## config.mk

```make
export PLATFORM = sky130hd
export DESIGN_NAME = vpt_core
export DESIGN_NICKNAME = d
export VERILOG_FILES = /design/src/verilog/vpt_pkg.sv /design/src/verilog/vpt_pf_compare.sv /design/src/verilog/vpt_core.sv
export SDC_FILE = /design/constraint.sdc
export NUM_CORES = 2
export LEC_CHECK = 0
export ABC_AREA = 0
export BUFFER_PORTS_ARGS = -buffer_cell sky130_fd_sc_hd__buf_2
export CAP_MARGIN = 10
export CORE_ASPECT_RATIO = 0.7
export CORE_MARGIN = 2
export CORE_UTILIZATION = 40
export DETAILED_ROUTE_END_ITERATION = 8
export HOLD_SLACK_MARGIN = 0.15
export SETUP_SLACK_MARGIN = 0.2
export SYNTH_ARGS = -nofsm -noshare
export SYNTH_HDL_FRONTEND = slang
export SYNTH_SLANG_ARGS = --single-unit
```

## constraint.sdc

```tcl
create_clock -name clk_sys -period 22.2 [get_ports clk_sys]
set_clock_uncertainty 0.1 [all_clocks]
set_input_delay 2.22 -clock clk_sys [delete_from_list [all_inputs] [get_ports clk_sys]]
set_output_delay 2.22 -clock clk_sys [all_outputs]
set_load 0.005 [all_outputs]
```

## src/verilog/vpt_pkg.sv

```systemverilog
// package for the voice-activity periodicity / tone block:
// register map, field positions, reset values and fixed-point constants.
// assumes a 32-bit apb register bus and q15 encoder quantities.

package vpt_pkg;

  // ----------------
  // register map (byte addresses)
  // ----------------
  localparam logic [7:0] ADDR_CTRL         = 8'h00;
  localparam logic [7:0] ADDR_STATUS       = 8'h04;
  localparam logic [7:0] ADDR_ENERGY       = 8'h08;
  localparam logic [7:0] ADDR_THRESH       = 8'h0C;
  localparam logic [7:0] ADDR_FRAME_ENERGY = 8'h10;
  localparam logic [7:0] ADDR_COMPARE      = 8'h14;
  localparam logic [7:0] ADDR_LAG_STATUS   = 8'h18;

  // ----------------
  // field positions
  // ----------------
  localparam int CTRL_RESTART_BIT   = 0;
  localparam int STAT_PERIODIC_BIT  = 0;
  localparam int STAT_TONE_BIT      = 1;
  localparam int STAT_NEAR_PREV_LSB = 4;
  localparam int STAT_NEAR_OLD_LSB  = 8;
  localparam int STAT_NEAR_CUR_LSB  = 12;
  localparam int CMP_FLOOR_BIT      = 0;
  localparam int CMP_LIMIT_BIT      = 1;
  localparam int CMP_MARGIN_BIT     = 2;
  localparam int LAG_COUNT_LSB      = 16;
  localparam int PF_EXP_LSB         = 16;

  // ----------------
  // periodicity constants and reset values
  // ----------------
  localparam int          FRAME_MS        = 20;
  localparam logic [1:0]  NEAR_LAG_LIMIT  = 2'd2;
  localparam logic [2:0]  NEAR_SUM_MIN    = 3'd4;
  localparam logic [7:0]  LAG_PREV_RESET  = 8'd18;
  localparam logic        PERIODIC_RESET  = 1'b1;
  localparam logic [1:0]  NEAR_RESET      = 2'd0;

  // ----------------
  // pseudo-floating point: value = 2**exp * mant / 32768
  // ----------------
  localparam logic [15:0] MANT_MIN        = 16'd16384;
  localparam logic [15:0] MANT_SCALE      = 16'd32768;
  localparam logic [15:0] FLOOR_EXP       = 16'd17;
  localparam logic [15:0] FLOOR_MANT      = 16'd32500;
  localparam logic [15:0] MARGIN_EXP      = 16'd27;
  localparam logic [15:0] MARGIN_MANT     = 16'd16927;
  localparam logic [15:0] LIMIT_EXP       = 16'd19;
  localparam logic [15:0] LIMIT_MANT      = 16'd21667;
  // threshold start value 866656 in normalized form
  localparam logic [15:0] THRESH_EXP_RESET  = 16'd20;
  localparam logic [15:0] THRESH_MANT_RESET = 16'd27083;

  // ----------------
  // tone pretest constants in q15 (0.0973 and 0.0447)
  // ----------------
  localparam logic [15:0] FREQ_TH_Q15     = 16'd3188;
  localparam logic [15:0] PRED_TH_Q15     = 16'd1464;

endpackage : vpt_pkg

```

## src/verilog/vpt_pf_compare.sv

```systemverilog
// pseudo-floating point magnitude compare of two exponent/mantissa pairs.
// assumes both operands are normalized, so exponents order the values.
`timescale 1ns/1ps

module vpt_pf_compare (
  // operand a
  input  wire logic [15:0] a_exp,
  input  wire logic [15:0] a_mant,
  // operand b
  input  wire logic [15:0] b_exp,
  input  wire logic [15:0] b_mant,
  // result
  output logic             a_lt_b,
  output logic             a_gt_b
);

  // ----------------------------------------------------------------
  // exponent first, mantissa only on a tie
  // ----------------------------------------------------------------
  always_comb begin
    if (a_exp != b_exp) begin
      a_lt_b = (a_exp < b_exp);
      a_gt_b = (a_exp > b_exp);
    end else begin
      a_lt_b = (a_mant < b_mant);
      a_gt_b = (a_mant > b_mant);
    end
  end

endmodule : vpt_pf_compare

```

## src/verilog/vpt_core.sv

```systemverilog
// periodicity flag, tone pretest and pseudo-float holding registers of a
// speech voice-activity detector, with an apb register slave.
// assumes lags and reflection data come from encoder logic on clk_sys.
//
// Overview of operation
// periodic flag recomputed once per 20 ms frame; it blocks threshold adaptation (here the flag is only an output; threshold writes are not gated by it).
// count lag pairs (1,0) and (2,1) whose absolute difference is below 2.
// shift near counts; periodic when previous plus twice-previous counts reach 4 (here the sum is the current frame's count plus the previous one).
// previous frame's second lag becomes lag index 0; starts at 18.
// reset sets periodic flag to 1 and both stored near counts to 0.
// flag updated after the frame decision, so each decision uses last flag.
// encoder delivers all correlation values and reflection coefficients before computation.
// energy, threshold and frame energy held as 16-bit exponent and mantissa.
// mantissa normalized to at least 16384; value is 2^exp times mant/32768.
// pseudo-float values compare by exponent, then mantissa on equal exponents.
// energy floor constant has exponent 17, mantissa 32500.
// upper threshold margin constant has exponent 27, mantissa 16927.
// threshold lower limit constant has exponent 19, mantissa 21667.
// step-up gives a1, a2; real part -a1/2, imaginary (4*a2-a1^2)/4.
// negative imaginary term means not a tone, evaluation ends.
// negative real part means pole above 2000 Hz, go to error test.
// both positive: not tone if (4*a2-a1^2)/a1^2 below 0.0973.
// tone when normalized prediction error is below 0.0447.
// periodicity state advances only on the lag-valid strobe, else holds.
// synchronous reset loads all state to initial values in one cycle.
//
// Local design decisions: the APB slave port and the register addresses.
`timescale 1ns/1ps

module vpt_core #(
  parameter int LAG_W = 8
) (
  // clock and reset
  input  wire logic              clk_sys,
  input  wire logic              reset,
  // apb slave
  input  wire logic              psel,
  input  wire logic              penable,
  input  wire logic              pwrite,
  input  wire logic [7:0]        paddr,
  input  wire logic [31:0]       pwdata,
  input  wire logic [3:0]        pstrb,
  output logic [31:0]            prdata,
  output logic                   pready,
  output logic                   pslverr,
  // pitch lags from the long_term_predictor search
  input  wire logic              lag_valid,
  input  wire logic [LAG_W-1:0]  lag_first,
  input  wire logic [LAG_W-1:0]  lag_second,
  // reflection_coeffs and prediction error, q15
  input  wire logic              coeff_valid,
  input  wire logic signed [15:0] reflection_coeff_1,
  input  wire logic signed [15:0] reflection_coeff_2,
  input  wire logic [15:0]       norm_pred_error,
  // frame results
  output logic                   periodic_flag,
  output logic                   tone_flag,
  output logic                   tone_valid
);

  // ----------------
  // state
  // ----------------
  typedef struct packed {
    logic             periodic;
    logic [1:0]       near_prev;
    logic [1:0]       near_old;
    logic [1:0]       near_cur;
    logic [LAG_W-1:0] lag_prev;
    logic [15:0]      lag_frames;
    logic             tone;
    logic             tone_valid;
    logic [15:0]      energy_exp;
    logic [15:0]      energy_mant;
    logic [15:0]      thresh_exp;
    logic [15:0]      thresh_mant;
    logic [15:0]      frame_exp;
    logic [15:0]      frame_mant;
    logic [31:0]      rdata;
    logic             rerr;
  } vpt_state_type;

  localparam vpt_state_type STATE_RESET = '{
    periodic    : vpt_pkg::PERIODIC_RESET,
    near_prev   : vpt_pkg::NEAR_RESET,
    near_old    : vpt_pkg::NEAR_RESET,
    near_cur    : vpt_pkg::NEAR_RESET,
    lag_prev    : LAG_W'(vpt_pkg::LAG_PREV_RESET),
    lag_frames  : 16'h0000,
    tone        : 1'b0,
    tone_valid  : 1'b0,
    energy_exp  : 16'h0000,
    energy_mant : 16'h0000,
    thresh_exp  : vpt_pkg::THRESH_EXP_RESET,
    thresh_mant : vpt_pkg::THRESH_MANT_RESET,
    frame_exp   : 16'h0000,
    frame_mant  : 16'h0000,
    rdata       : 32'h0000_0000,
    rerr        : 1'b0
  };

  vpt_state_type s_q;
  vpt_state_type s_d;

  // ----------------
  // pseudo-float normalization of a raw 32-bit magnitude
  // ----------------
  // truncates the bits below the mantissa; zero maps to exp 0, mant 0
  function automatic logic [31:0] pf_norm(input logic [31:0] v);
    logic [5:0]  msb;
    logic [15:0] e;
    logic [31:0] m;
    msb = 6'd0;
    e   = 16'h0000;
    m   = 32'h0000_0000;
    for (int i = 0; i < 32; i++) begin
      if (v[i]) begin
        msb = 6'(i);
      end
    end
    if (v != 32'h0000_0000) begin
      e = 16'(msb) + 16'd1;
      if (msb >= 6'd14) begin
        m = v >> (msb - 6'd14);
      end else begin
        m = v << (6'd14 - msb);
      end
    end
    return {e, m[15:0]};
  endfunction : pf_norm

  // byte-lane mask for apb writes of raw magnitudes; unstrobed lanes are written as zero
  function automatic logic [31:0] lane_mask(input logic [3:0] strb);
    logic [31:0] mk;
    mk = 32'h0000_0000;
    for (int b = 0; b < 4; b++) begin
      mk[b*8 +: 8] = {8{strb[b]}};
    end
    return mk;
  endfunction : lane_mask

  // ----------------
  // pseudo-float comparisons against the fixed constants
  // ----------------
  localparam int NCMP = 3;
  logic [15:0] cmp_a_exp  [NCMP];
  logic [15:0] cmp_a_mant [NCMP];
  logic [15:0] cmp_b_exp  [NCMP];
  logic [15:0] cmp_b_mant [NCMP];
  logic [NCMP-1:0] cmp_lt;
  logic [NCMP-1:0] cmp_gt;

  // frame energy vs floor, threshold vs lower limit, threshold vs margin
  always_comb begin
    cmp_a_exp[0]  = s_q.frame_exp;
    cmp_a_mant[0] = s_q.frame_mant;
    cmp_b_exp[0]  = vpt_pkg::FLOOR_EXP;
    cmp_b_mant[0] = vpt_pkg::FLOOR_MANT;
    cmp_a_exp[1]  = s_q.thresh_exp;
    cmp_a_mant[1] = s_q.thresh_mant;
    cmp_b_exp[1]  = vpt_pkg::LIMIT_EXP;
    cmp_b_mant[1] = vpt_pkg::LIMIT_MANT;
    cmp_a_exp[2]  = s_q.thresh_exp;
    cmp_a_mant[2] = s_q.thresh_mant;
    cmp_b_exp[2]  = vpt_pkg::MARGIN_EXP;
    cmp_b_mant[2] = vpt_pkg::MARGIN_MANT;
  end

  for (genvar g = 0; g < NCMP; g++) begin : g_cmp
    vpt_pf_compare u_cmp (
      .a_exp  (cmp_a_exp[g]),
      .a_mant (cmp_a_mant[g]),
      .b_exp  (cmp_b_exp[g]),
      .b_mant (cmp_b_mant[g]),
      .a_lt_b (cmp_lt[g]),
      .a_gt_b (cmp_gt[g])
    );
  end

  // ----------------
  // periodicity: near-lag count over the two lag pairs
  // ----------------
  logic [LAG_W-1:0] lag_seq [3];
  logic [1:0]       near_count;
  logic [2:0]       near_sum;

  always_comb begin
    lag_seq[0] = s_q.lag_prev;
    lag_seq[1] = lag_first;
    lag_seq[2] = lag_second;
    near_count = 2'd0;
    for (int j = 1; j <= 2; j++) begin
      logic [LAG_W-1:0] diff;
      diff = (lag_seq[j] > lag_seq[j-1]) ? lag_seq[j] - lag_seq[j-1]
                                         : lag_seq[j-1] - lag_seq[j];
      if (diff < LAG_W'(vpt_pkg::NEAR_LAG_LIMIT)) begin
        near_count = near_count + 2'd1;
      end
    end
    // sum uses this frame's new count and the one stored before it
    near_sum = {1'b0, near_count} + {1'b0, s_q.near_prev};
  end

  // ----------------
  // tone pretest on the second-order pole
  // ----------------
  // a1 = k1 + k1*k2, a2 = k2 (leading coefficient one), all in q15;
  // a1*a1 and 4*a2 kept in q30 for the ratio test; k1*k2 is truncated back to q15 for a1
  logic signed [31:0] k1k2;
  logic signed [17:0] a1;
  logic signed [35:0] a1_sq;
  logic signed [35:0] four_a2;
  logic signed [35:0] im_num;
  logic signed [51:0] ratio_lhs;
  logic signed [51:0] ratio_rhs;
  logic               tone_next;

  always_comb begin
    k1k2      = reflection_coeff_1 * reflection_coeff_2;
    a1        = 18'(reflection_coeff_1) + 18'(k1k2 >>> 15);
    a1_sq     = a1 * a1;
    four_a2   = 36'(reflection_coeff_2) <<< 17;
    im_num    = four_a2 - a1_sq;
    // cross-multiplied to avoid a divider: num*32768 vs th*den
    ratio_lhs = 52'(im_num) <<< 15;
    ratio_rhs = 52'(a1_sq) * 52'(vpt_pkg::FREQ_TH_Q15);
    if (im_num < 0) begin
      tone_next = 1'b0;
    end else if (a1 > 0) begin
      // real part -a1/2 is negative: pole above 2000 Hz
      tone_next = (norm_pred_error < vpt_pkg::PRED_TH_Q15);
    end else if (ratio_lhs < ratio_rhs) begin
      tone_next = 1'b0;
    end else begin
      tone_next = (norm_pred_error < vpt_pkg::PRED_TH_Q15);
    end
  end

  // ----------------
  // apb decode
  // ----------------
  logic        setup_phase;
  logic        wr_access;
  logic        addr_ok;
  logic [31:0] wmask;
  logic [31:0] rd_word;

  always_comb begin
    setup_phase = psel && !penable;
    wr_access   = psel && penable && pwrite;
    wmask       = lane_mask(pstrb);
    addr_ok     = 1'b1;
    rd_word     = 32'h0000_0000;
    unique case (paddr)
      vpt_pkg::ADDR_CTRL: begin
        rd_word = 32'h0000_0000;
      end
      vpt_pkg::ADDR_STATUS: begin
        rd_word[vpt_pkg::STAT_PERIODIC_BIT]         = s_q.periodic;
        rd_word[vpt_pkg::STAT_TONE_BIT]             = s_q.tone;
        rd_word[vpt_pkg::STAT_NEAR_PREV_LSB +: 2]   = s_q.near_prev;
        rd_word[vpt_pkg::STAT_NEAR_OLD_LSB +: 2]    = s_q.near_old;
        rd_word[vpt_pkg::STAT_NEAR_CUR_LSB +: 2]    = s_q.near_cur;
      end
      vpt_pkg::ADDR_ENERGY: begin
        rd_word = {s_q.energy_exp, s_q.energy_mant};
      end
      vpt_pkg::ADDR_THRESH: begin
        rd_word = {s_q.thresh_exp, s_q.thresh_mant};
      end
      vpt_pkg::ADDR_FRAME_ENERGY: begin
        rd_word = {s_q.frame_exp, s_q.frame_mant};
      end
      vpt_pkg::ADDR_COMPARE: begin
        rd_word[vpt_pkg::CMP_FLOOR_BIT]  = cmp_lt[0];
        rd_word[vpt_pkg::CMP_LIMIT_BIT]  = cmp_lt[1];
        rd_word[vpt_pkg::CMP_MARGIN_BIT] = cmp_gt[2];
      end
      vpt_pkg::ADDR_LAG_STATUS: begin
        rd_word[LAG_W-1:0]                     = s_q.lag_prev;
        rd_word[vpt_pkg::LAG_COUNT_LSB +: 16]  = s_q.lag_frames;
      end
      default: begin
        addr_ok = 1'b0;                         // unmapped: error, zero
      end
    endcase
  end

  // ----------------
  // next state
  // ----------------
  always_comb begin
    s_d = s_q;
    s_d.tone_valid = 1'b0;

    // read data and error captured in setup, shown in the access cycle
    if (setup_phase) begin
      s_d.rdata = pwrite ? 32'h0000_0000 : rd_word;
      s_d.rerr  = !addr_ok;
    end

    // one update per frame, only on the lag strobe
    if (lag_valid) begin
      s_d.near_cur   = near_count;
      s_d.near_old   = s_q.near_prev;
      s_d.near_prev  = near_count;
      s_d.periodic   = (near_sum >= vpt_pkg::NEAR_SUM_MIN);
      s_d.lag_prev   = lag_second;
      s_d.lag_frames = s_q.lag_frames + 16'd1;
    end

    // tone evaluated once the frame's coefficients are present
    if (coeff_valid) begin
      s_d.tone       = tone_next;
      s_d.tone_valid = 1'b1;
    end

    // raw magnitudes are normalized as they are written
    if (wr_access) begin
      unique case (paddr)
        vpt_pkg::ADDR_CTRL: begin
          if (pstrb[0] && pwdata[vpt_pkg::CTRL_RESTART_BIT]) begin
            s_d = STATE_RESET;
          end
        end
        vpt_pkg::ADDR_ENERGY: begin
          {s_d.energy_exp, s_d.energy_mant} = pf_norm(pwdata & wmask);
        end
        vpt_pkg::ADDR_THRESH: begin
          {s_d.thresh_exp, s_d.thresh_mant} = pf_norm(pwdata & wmask);
        end
        vpt_pkg::ADDR_FRAME_ENERGY: begin
          {s_d.frame_exp, s_d.frame_mant} = pf_norm(pwdata & wmask);
        end
        default: begin
        end
      endcase
    end
  end

  // ----------------
  // state register
  // ----------------
  always_ff @(posedge clk_sys) begin
    if (reset) begin
      s_q <= STATE_RESET;
    end else begin
      s_q <= s_d;
    end
  end

  // ----------------
  // outputs
  // ----------------
  // zero wait states: every access completes in its first access cycle
  assign pready        = 1'b1;
  assign prdata        = s_q.rdata;
  assign pslverr       = psel && penable && s_q.rerr;
  // the flag seen by this frame's decision is last frame's result
  assign periodic_flag = s_q.periodic;
  assign tone_flag     = s_q.tone;
  assign tone_valid    = s_q.tone_valid;

endmodule : vpt_core

```

* After elaboration in Yosys (flattened, before gate mapping)
Cells that the tools add are included.
** Word-level totals
- Logic and storage cells :: 166
- Register bits :: 162
- Input port bits :: 115
- Output and inout port bits :: 37
** Operators by class
- Add/subtract/negate cells :: 18
- Shifts and indexed selects :: 6
- Muxes and demuxes :: 78
- Multiply operators :: 3
- Eq/ne operators :: 10
- Magnitude comparators :: 18
- Reductions and logical operators :: 16
- Bitwise logic cells :: 1
** Operators with widths (count)
- $mux W162 :: 2
- $mux W6 :: 36
- $pmux W32 S2 :: 3
- $mux W33 :: 3
- $mux W16 :: 6
- $shl A32 B6 Y16 :: 3
- $shr A32 B6 Y16 :: 3
- $pmux W16 S4 :: 1
- $lt A51 B52 Y1 :: 1
- $mul A52 B10 Y50 const B :: 1
- $ne A16 B5 Y1 const B :: 3
- $lt A36 B1 Y1 const B :: 1
- $mul A18 B18 Y36 :: 1
- $sub A33 B36 Y36 :: 1
- $and A32 B32 Y32 :: 1
- $lt A16 B15 Y1 const B :: 2
- $lt A16 B5 Y1 const B :: 2
- $mul A16 B16 Y32 :: 1
- $mux W32 :: 1
- $reduce_bool A32 Y1 :: 1
- $sub A8 B8 Y8 :: 4
- $mux W31 :: 1
- $eq A8 B5 Y1 const B :: 3
- $pmux W2 S4 :: 3
- other kinds (33) :: 66

* Longest topological paths before layout
- Word-level depth :: 40
- Gate-level depth with buffers :: 96
- Gate-level depth less buffers :: 92

* Hierarchy
From an unflattened synthesis, not the netlist that was laid out.
** Unflattened totals
- Cell total of the unflattened synthesis :: 4986
- Area, all modules :: 42266.8 µm²
** Modules (own cells, without submodules)
- vpt_core :: area each 39766.9 µm², cells each 4638, instances 1, seq. area each 2642.5 µm²
- vpt_pf_compare :: area each 833.3 µm², cells each 116, instances 3, seq. area each 0.0 µm²

* Worst setup path before layout
OpenSTA, ideal clock, no wires.
- Path type :: input -> register
- Start point :: input reflection_coeff_2[7]
- End point :: register s_q (netlist bit tone_flag)
- Stages :: 88
- Setup time :: 0.124 ns
- Buffers on the path :: 3
- Data arrival time :: 21.134 ns
- Slack :: 0.842 ns
- Required time :: 21.976 ns
- Path through :: clkbuf_1 buf_1 nand2_1 fa_1 inv_1 fa_1 inv_1 fa_1 inv_1 fa_1 fa_1 inv_1 fa_1 inv_1 ha_1 nand4_1 o31ai_1 nor2_1 [52 not listed] a21boi_0 o21ai_0 nand2b_1 xnor2_1 ha_1 a21o_1 a21o_1 a21o_1 a21oi_1 nor2b_1 o21ai_0 nand2b_1 a21oi_1 nand2_1 o211ai_1 a41oi_1 a21oi_1 o31ai_1
** Between the ends
- Cells in the longest elaborated chain, start to end :: 12
- Elaborated cells on any way between the ends :: 15
- Those cells by class :: add/sub (2); mul (3); order compare (3); mux (7)
** RTL lines
- from (decl) :: RTL line vpt_core.sv:53 : input wire logic signed [15:0] reflection_coeff_2,
- $mul A16 B16 Y32 :: RTL line vpt_core.sv:219 : k1k2 = reflection_coeff_1 * reflection_coeff_2;
- $add A16 B17 Y18 :: RTL line vpt_core.sv:220 : a1 = 18'(reflection_coeff_1) + 18'(k1k2 >>> 15);
- $mul A18 B18 Y36 :: RTL line vpt_core.sv:221 : a1_sq = a1 * a1;
- $mul A52 B10 Y50 or $sub A33 B36 Y36 (tied branches) :: RTL line vpt_core.sv:226, vpt_core.sv:223
- $lt A51 B52 Y1 :: RTL line vpt_core.sv:232 : end else if (ratio_lhs < ratio_rhs) begin
- $mux W1 :: RTL line vpt_core.sv:232
- $mux W1 :: RTL line vpt_core.sv:229 : end else if (a1 > 0) begin
- $mux W1 (*) :: RTL line vpt_core.sv:227 : if (im_num < 0) begin
- $mux W2 (*) :: RTL line vpt_core.sv:313 : if (coeff_valid) begin
- $mux W162 :: RTL line vpt_core.sv:322 : if (pstrb[0] && pwdata[vpt_pkg::CTRL_RESTART_BIT]) begin
- $mux W33 :: RTL line vpt_core.sv:320 : unique case (paddr)
- $mux W162 (*) :: RTL line vpt_core.sv:319 : if (wr_access) begin
- to (signal assigned) :: RTL line vpt_core.sv:346 : s_q <= STATE_RESET;
- to (signal assigned) :: RTL line vpt_core.sv:348 : s_q <= s_d;
- to (decl) :: RTL line vpt_core.sv:102 : vpt_state_type s_q;
Every way passes the cells marked *; elsewhere a longest branch is shown, timed or not. The select of a mux whose other input is x is not followed.
A chain may end at the register's enable or synchronous reset.

* Worst setup path in the final report
- Start point :: input reflection_coeff_1[7]
- End point :: register s_q (netlist bit tone_flag)
** Between the ends
- Cells in the longest elaborated chain, start to end :: 12
- Elaborated cells on any way between the ends :: 15
- Those cells by class :: add/sub (2); mul (3); order compare (3); mux (7)
** RTL lines
- from (decl) :: RTL line vpt_core.sv:52 : input wire logic signed [15:0] reflection_coeff_1,
- $mul A16 B16 Y32 :: RTL line vpt_core.sv:219
- $add A16 B17 Y18 (*) :: RTL line vpt_core.sv:220
- $mul A18 B18 Y36 :: RTL line vpt_core.sv:221
- $mul A52 B10 Y50 or $sub A33 B36 Y36 (tied branches) :: RTL line vpt_core.sv:226, vpt_core.sv:223
- $lt A51 B52 Y1 :: RTL line vpt_core.sv:232
- $mux W1 :: RTL line vpt_core.sv:232
- $mux W1 :: RTL line vpt_core.sv:229
- $mux W1 (*) :: RTL line vpt_core.sv:227
- $mux W2 (*) :: RTL line vpt_core.sv:313
- $mux W162 :: RTL line vpt_core.sv:322
- $mux W33 :: RTL line vpt_core.sv:320
- $mux W162 (*) :: RTL line vpt_core.sv:319
Marks and branches as above.

==> results_dict.tcl <==
set metrics [dict create \
    status "finished clean" \
    wirelength_um 108000 \
    layout_common_cells "947 x inv_1, 688 x fa_1, 409 x nand2_1" \
    syn_area_per_cell_um2 8.54 \
    die-area_um2 102000 \
    multi_input_area_um2 33300 \
    met1_length_um 55600 \
    r2r_end "periodic_flag$_SDFF_PP1_" \
    finalCritPeriodShare_pct 96.6 \
    cp_data_required_time_ns 22.39 \
    drive_above_1_share_pct 13.8 \
    max_slew.worst_pin.slew_ns 1.10 \
    cts_buffer_depth 2 \
    ant_nets 0 \
    synth_flop_cell "dfxtp_1" \
    regArea_um2 2640 \
    place_congestion 0.939 \
    grt_pass1_vias 33200 \
    route.met2.wl_um 42900 \
    slowest_stage "fa_1" \
    crit_fanout 7 \
    grt.total_usage_pct 21.7 \
    io_buffer_count 147 \
    rows 96 \
    reg2reg_slack_ns 18.03 \
    dp_cells 6288 \
    start_kind "primary input" \
    endpoint_kind "flop" \
    grt_pass1_wl_um 178000 \
    setup_violations 0 \
    clkLatencyLatePin_ns 0.43 \
    timing.slew.headroom_pct 26.4 \
    top_layer_used "met5" \
    drt_pre_antenna_iters 7 \
    initialDrtViolationCount 2656 \
    slew_viol_final 0 \
    cts_buffers 17 \
    dpl.hpwl_um 92200 \
    cpPeakStageDelay_ns 0.56 \
    syn_inst 4676 \
    clkTransAtPathRegs_ns 0.06 \
    async_reset_ff_share_pct 0 \
    core-area_um2 98500 \
    placed_area_um2 44000 \
    fp.dieH_um 268 \
    grt_remaining_overflow 0 \
    fin_ws_ns 0.751 \
    synth_edf_count 0 \
    worstSetupPathType "in -> reg" \
    hold_path_end "prdata[0]$_SDFF_PP0_" \
    final_common_cell "inv_1" \
    finalHoldViolCount 0 \
    synthToLayoutAreaGrowth_pct 13.4 \
    num-nets-final 6225 \
    pre_cts_ws_ns -0.579 \
    yosys_warnings 0 \
    instances_no_fill 6340 \
    wl_per_cell_um 17.1 \
    io_pins 152 \
    grt_max_degree 62 \
    initial_core_util_pct 40.5 \
    ys_ff_latch 132 \
    cts_tree "built" \
    seq_area_frac_synth_pct 6.62 \
    cap_violations 0 \
    clock_sinks 132 \
    htree_levels 4 \
    rsz0062_at_grt "true" \
    avgViaCountPerCell 5.12 \
    path_common_cell "fa_1" \
    design_area_um2 45300 \
    critPathArrivalTime_ns 21.64 \
    met3_length_um 8250 \
    fp.dieW_um 382 \
    worstReg2RegStart "lag_seq[17]$_SDFF_PP1_" \
    worst_hold_slack_ns 0.351 \
    hold_depth 2 \
    r2r_cells 19 \
    antenna_found_initial 0 \
    fmax_ghz 0.0466 \
    hp-class "reg -> reg" \
    min_period_ns 21.45 \
    drc 0 \
    synth.distinct_cells 99 \
    synth_area_um2 39900 \
    cts-root-buf "clkbuf_16" \
    vias 32500 \
    ctsHoldBuffers 0 \
    min-delay-start "prdata[0]$_SDFF_PP0_" \
    fillers 9800 \
]
-- state kept, by name, indices dropped and copies added, names as in the netlist --
register,cells
cmp_a_exp,12
cmp_a_mant,32
lag_seq,8
periodic_flag,1
prdata,32
s_q,45
tone_flag,1
tone_valid,1
-- repair_timing --
| action | 4_1_cts | 5_1_grt |
|---|---|---|
| gates resized for setup | 9 | 123 |
| pin swaps | 2 | 75 |
| gates cloned | 0 | 1 |
| buffers inserted | 0 | 17 |
| endpoints found under the hold margin | 0 | 0 |
| endpoints found under the setup margin | 1 | 1 |
-- synth_stat cells (20+ instances only) --
cell type | count | area (µm²)
nand4_1 | 30 | 188
o21ai_0 | 128 | 641
fa_1 | 692 | 13900
xor2_1 | 66 | 578
a21oi_1 | 204 | 1020
nand3_1 | 70 | 350
inv_1 | 953 | 3580
nor2b_1 | 34 | 213
nand2_1 | 410 | 1540
and2_1 | 147 | 920
and3_1 | 22 | 138
mux2i_1 | 61 | 611
dfxtp_1 | 132 | 2640
ha_1 | 415 | 5190
nor2_1 | 328 | 1230
o211ai_1 | 26 | 195
o21bai_1 | 23 | 173
a22o_1 | 20 | 175
a21o_1 | 81 | 608
a22oi_1 | 26 | 195
nand2b_1 | 53 | 332
clkbuf_1 | 148 | 556
o21a_1 | 28 | 210
a31oi_1 | 26 | 163
buf_4 | 33 | 248
xnor2_1 | 135 | 1180
a211oi_1 | 33 | 248
nor3_1 | 57 | 285
-- routing by layer --
| metal | vias to the layer above | GRT usage [%] |
|---|---|---|
| li1 | 15600 | - |
| met1 | 15900 | 34.5 |
| met2 | 939 | 30.6 |
| met3 | 73 | 4.07 |
| met4 | 2 | 2.81 |
| met5 | - | 0.556 |
-- worst max path at each step --
stage / to / cells past startpoint / startpoint / slack, ns
5_1_grt: tone_flag$_SDFF_PP0_ / 92 / reflection_coeff_1[7] / -0.08
4_1_cts: tone_flag$_SDFF_PP0_ / 90 / reflection_coeff_1[7] / 0.23
3_3_place_gp: tone_flag$_SDFF_PP0_ / 83 / reflection_coeff_1[6] / -0.57
6_report: tone_flag$_SDFF_PP0_ / 91 / reflection_coeff_1[7] / 0.75
2_1_floorplan: tone_flag$_SDFF_PP0_ / 88 / reflection_coeff_2[7] / 0.84
3_5_place_dp: tone_flag$_SDFF_PP0_ / 86 / reflection_coeff_1[6] / -0.58
-- worst max-delay path, delay by kind of cell --
family / cells / cell delay (ns)
XOR/XNOR: 3 / 0.41
AND/OR/NAND/NOR: 14 / 2.08
AO/OA/AOI/OAI: 34 / 5.79
adder cells (fa/ha/maj): 21 / 9.26
buffers and inverters: 19 / 1.80
-- cell type report --
class	count	area share (%)
diodes	1	0.00553
clock buffers	17	0.940
clock inverters	15	0.263
inverters	957	7.95
multi-input cells	3392	73.6
flip-flops and latches	132	5.84
well taps	1323	3.66
repair buffers	503	7.70
-- cells by family after synthesis --
logic type / synth area share (%)
fa+ha+maj: 47.8
buf+inv: 11.2
compound gates: 12.7
flops: 6.62
other cells: 0.0188
simple gates: 14.4
xor+xnor: 4.60
mux: 2.69
-- metrics by stage --
stage / utilization, % / setup TNS [ns]
global route: 46.0 / -0.0811
detailed placement: 44.7 / -0.579
CTS: 45.3 / 0
floorplan: - / 0
global placement: 44.7 / -0.567
finish: 46.0 / 0
Power is left out: the tool's default activity adds up to more than one toggle a clock period on the data nets, which glitch-free logic cannot reach.
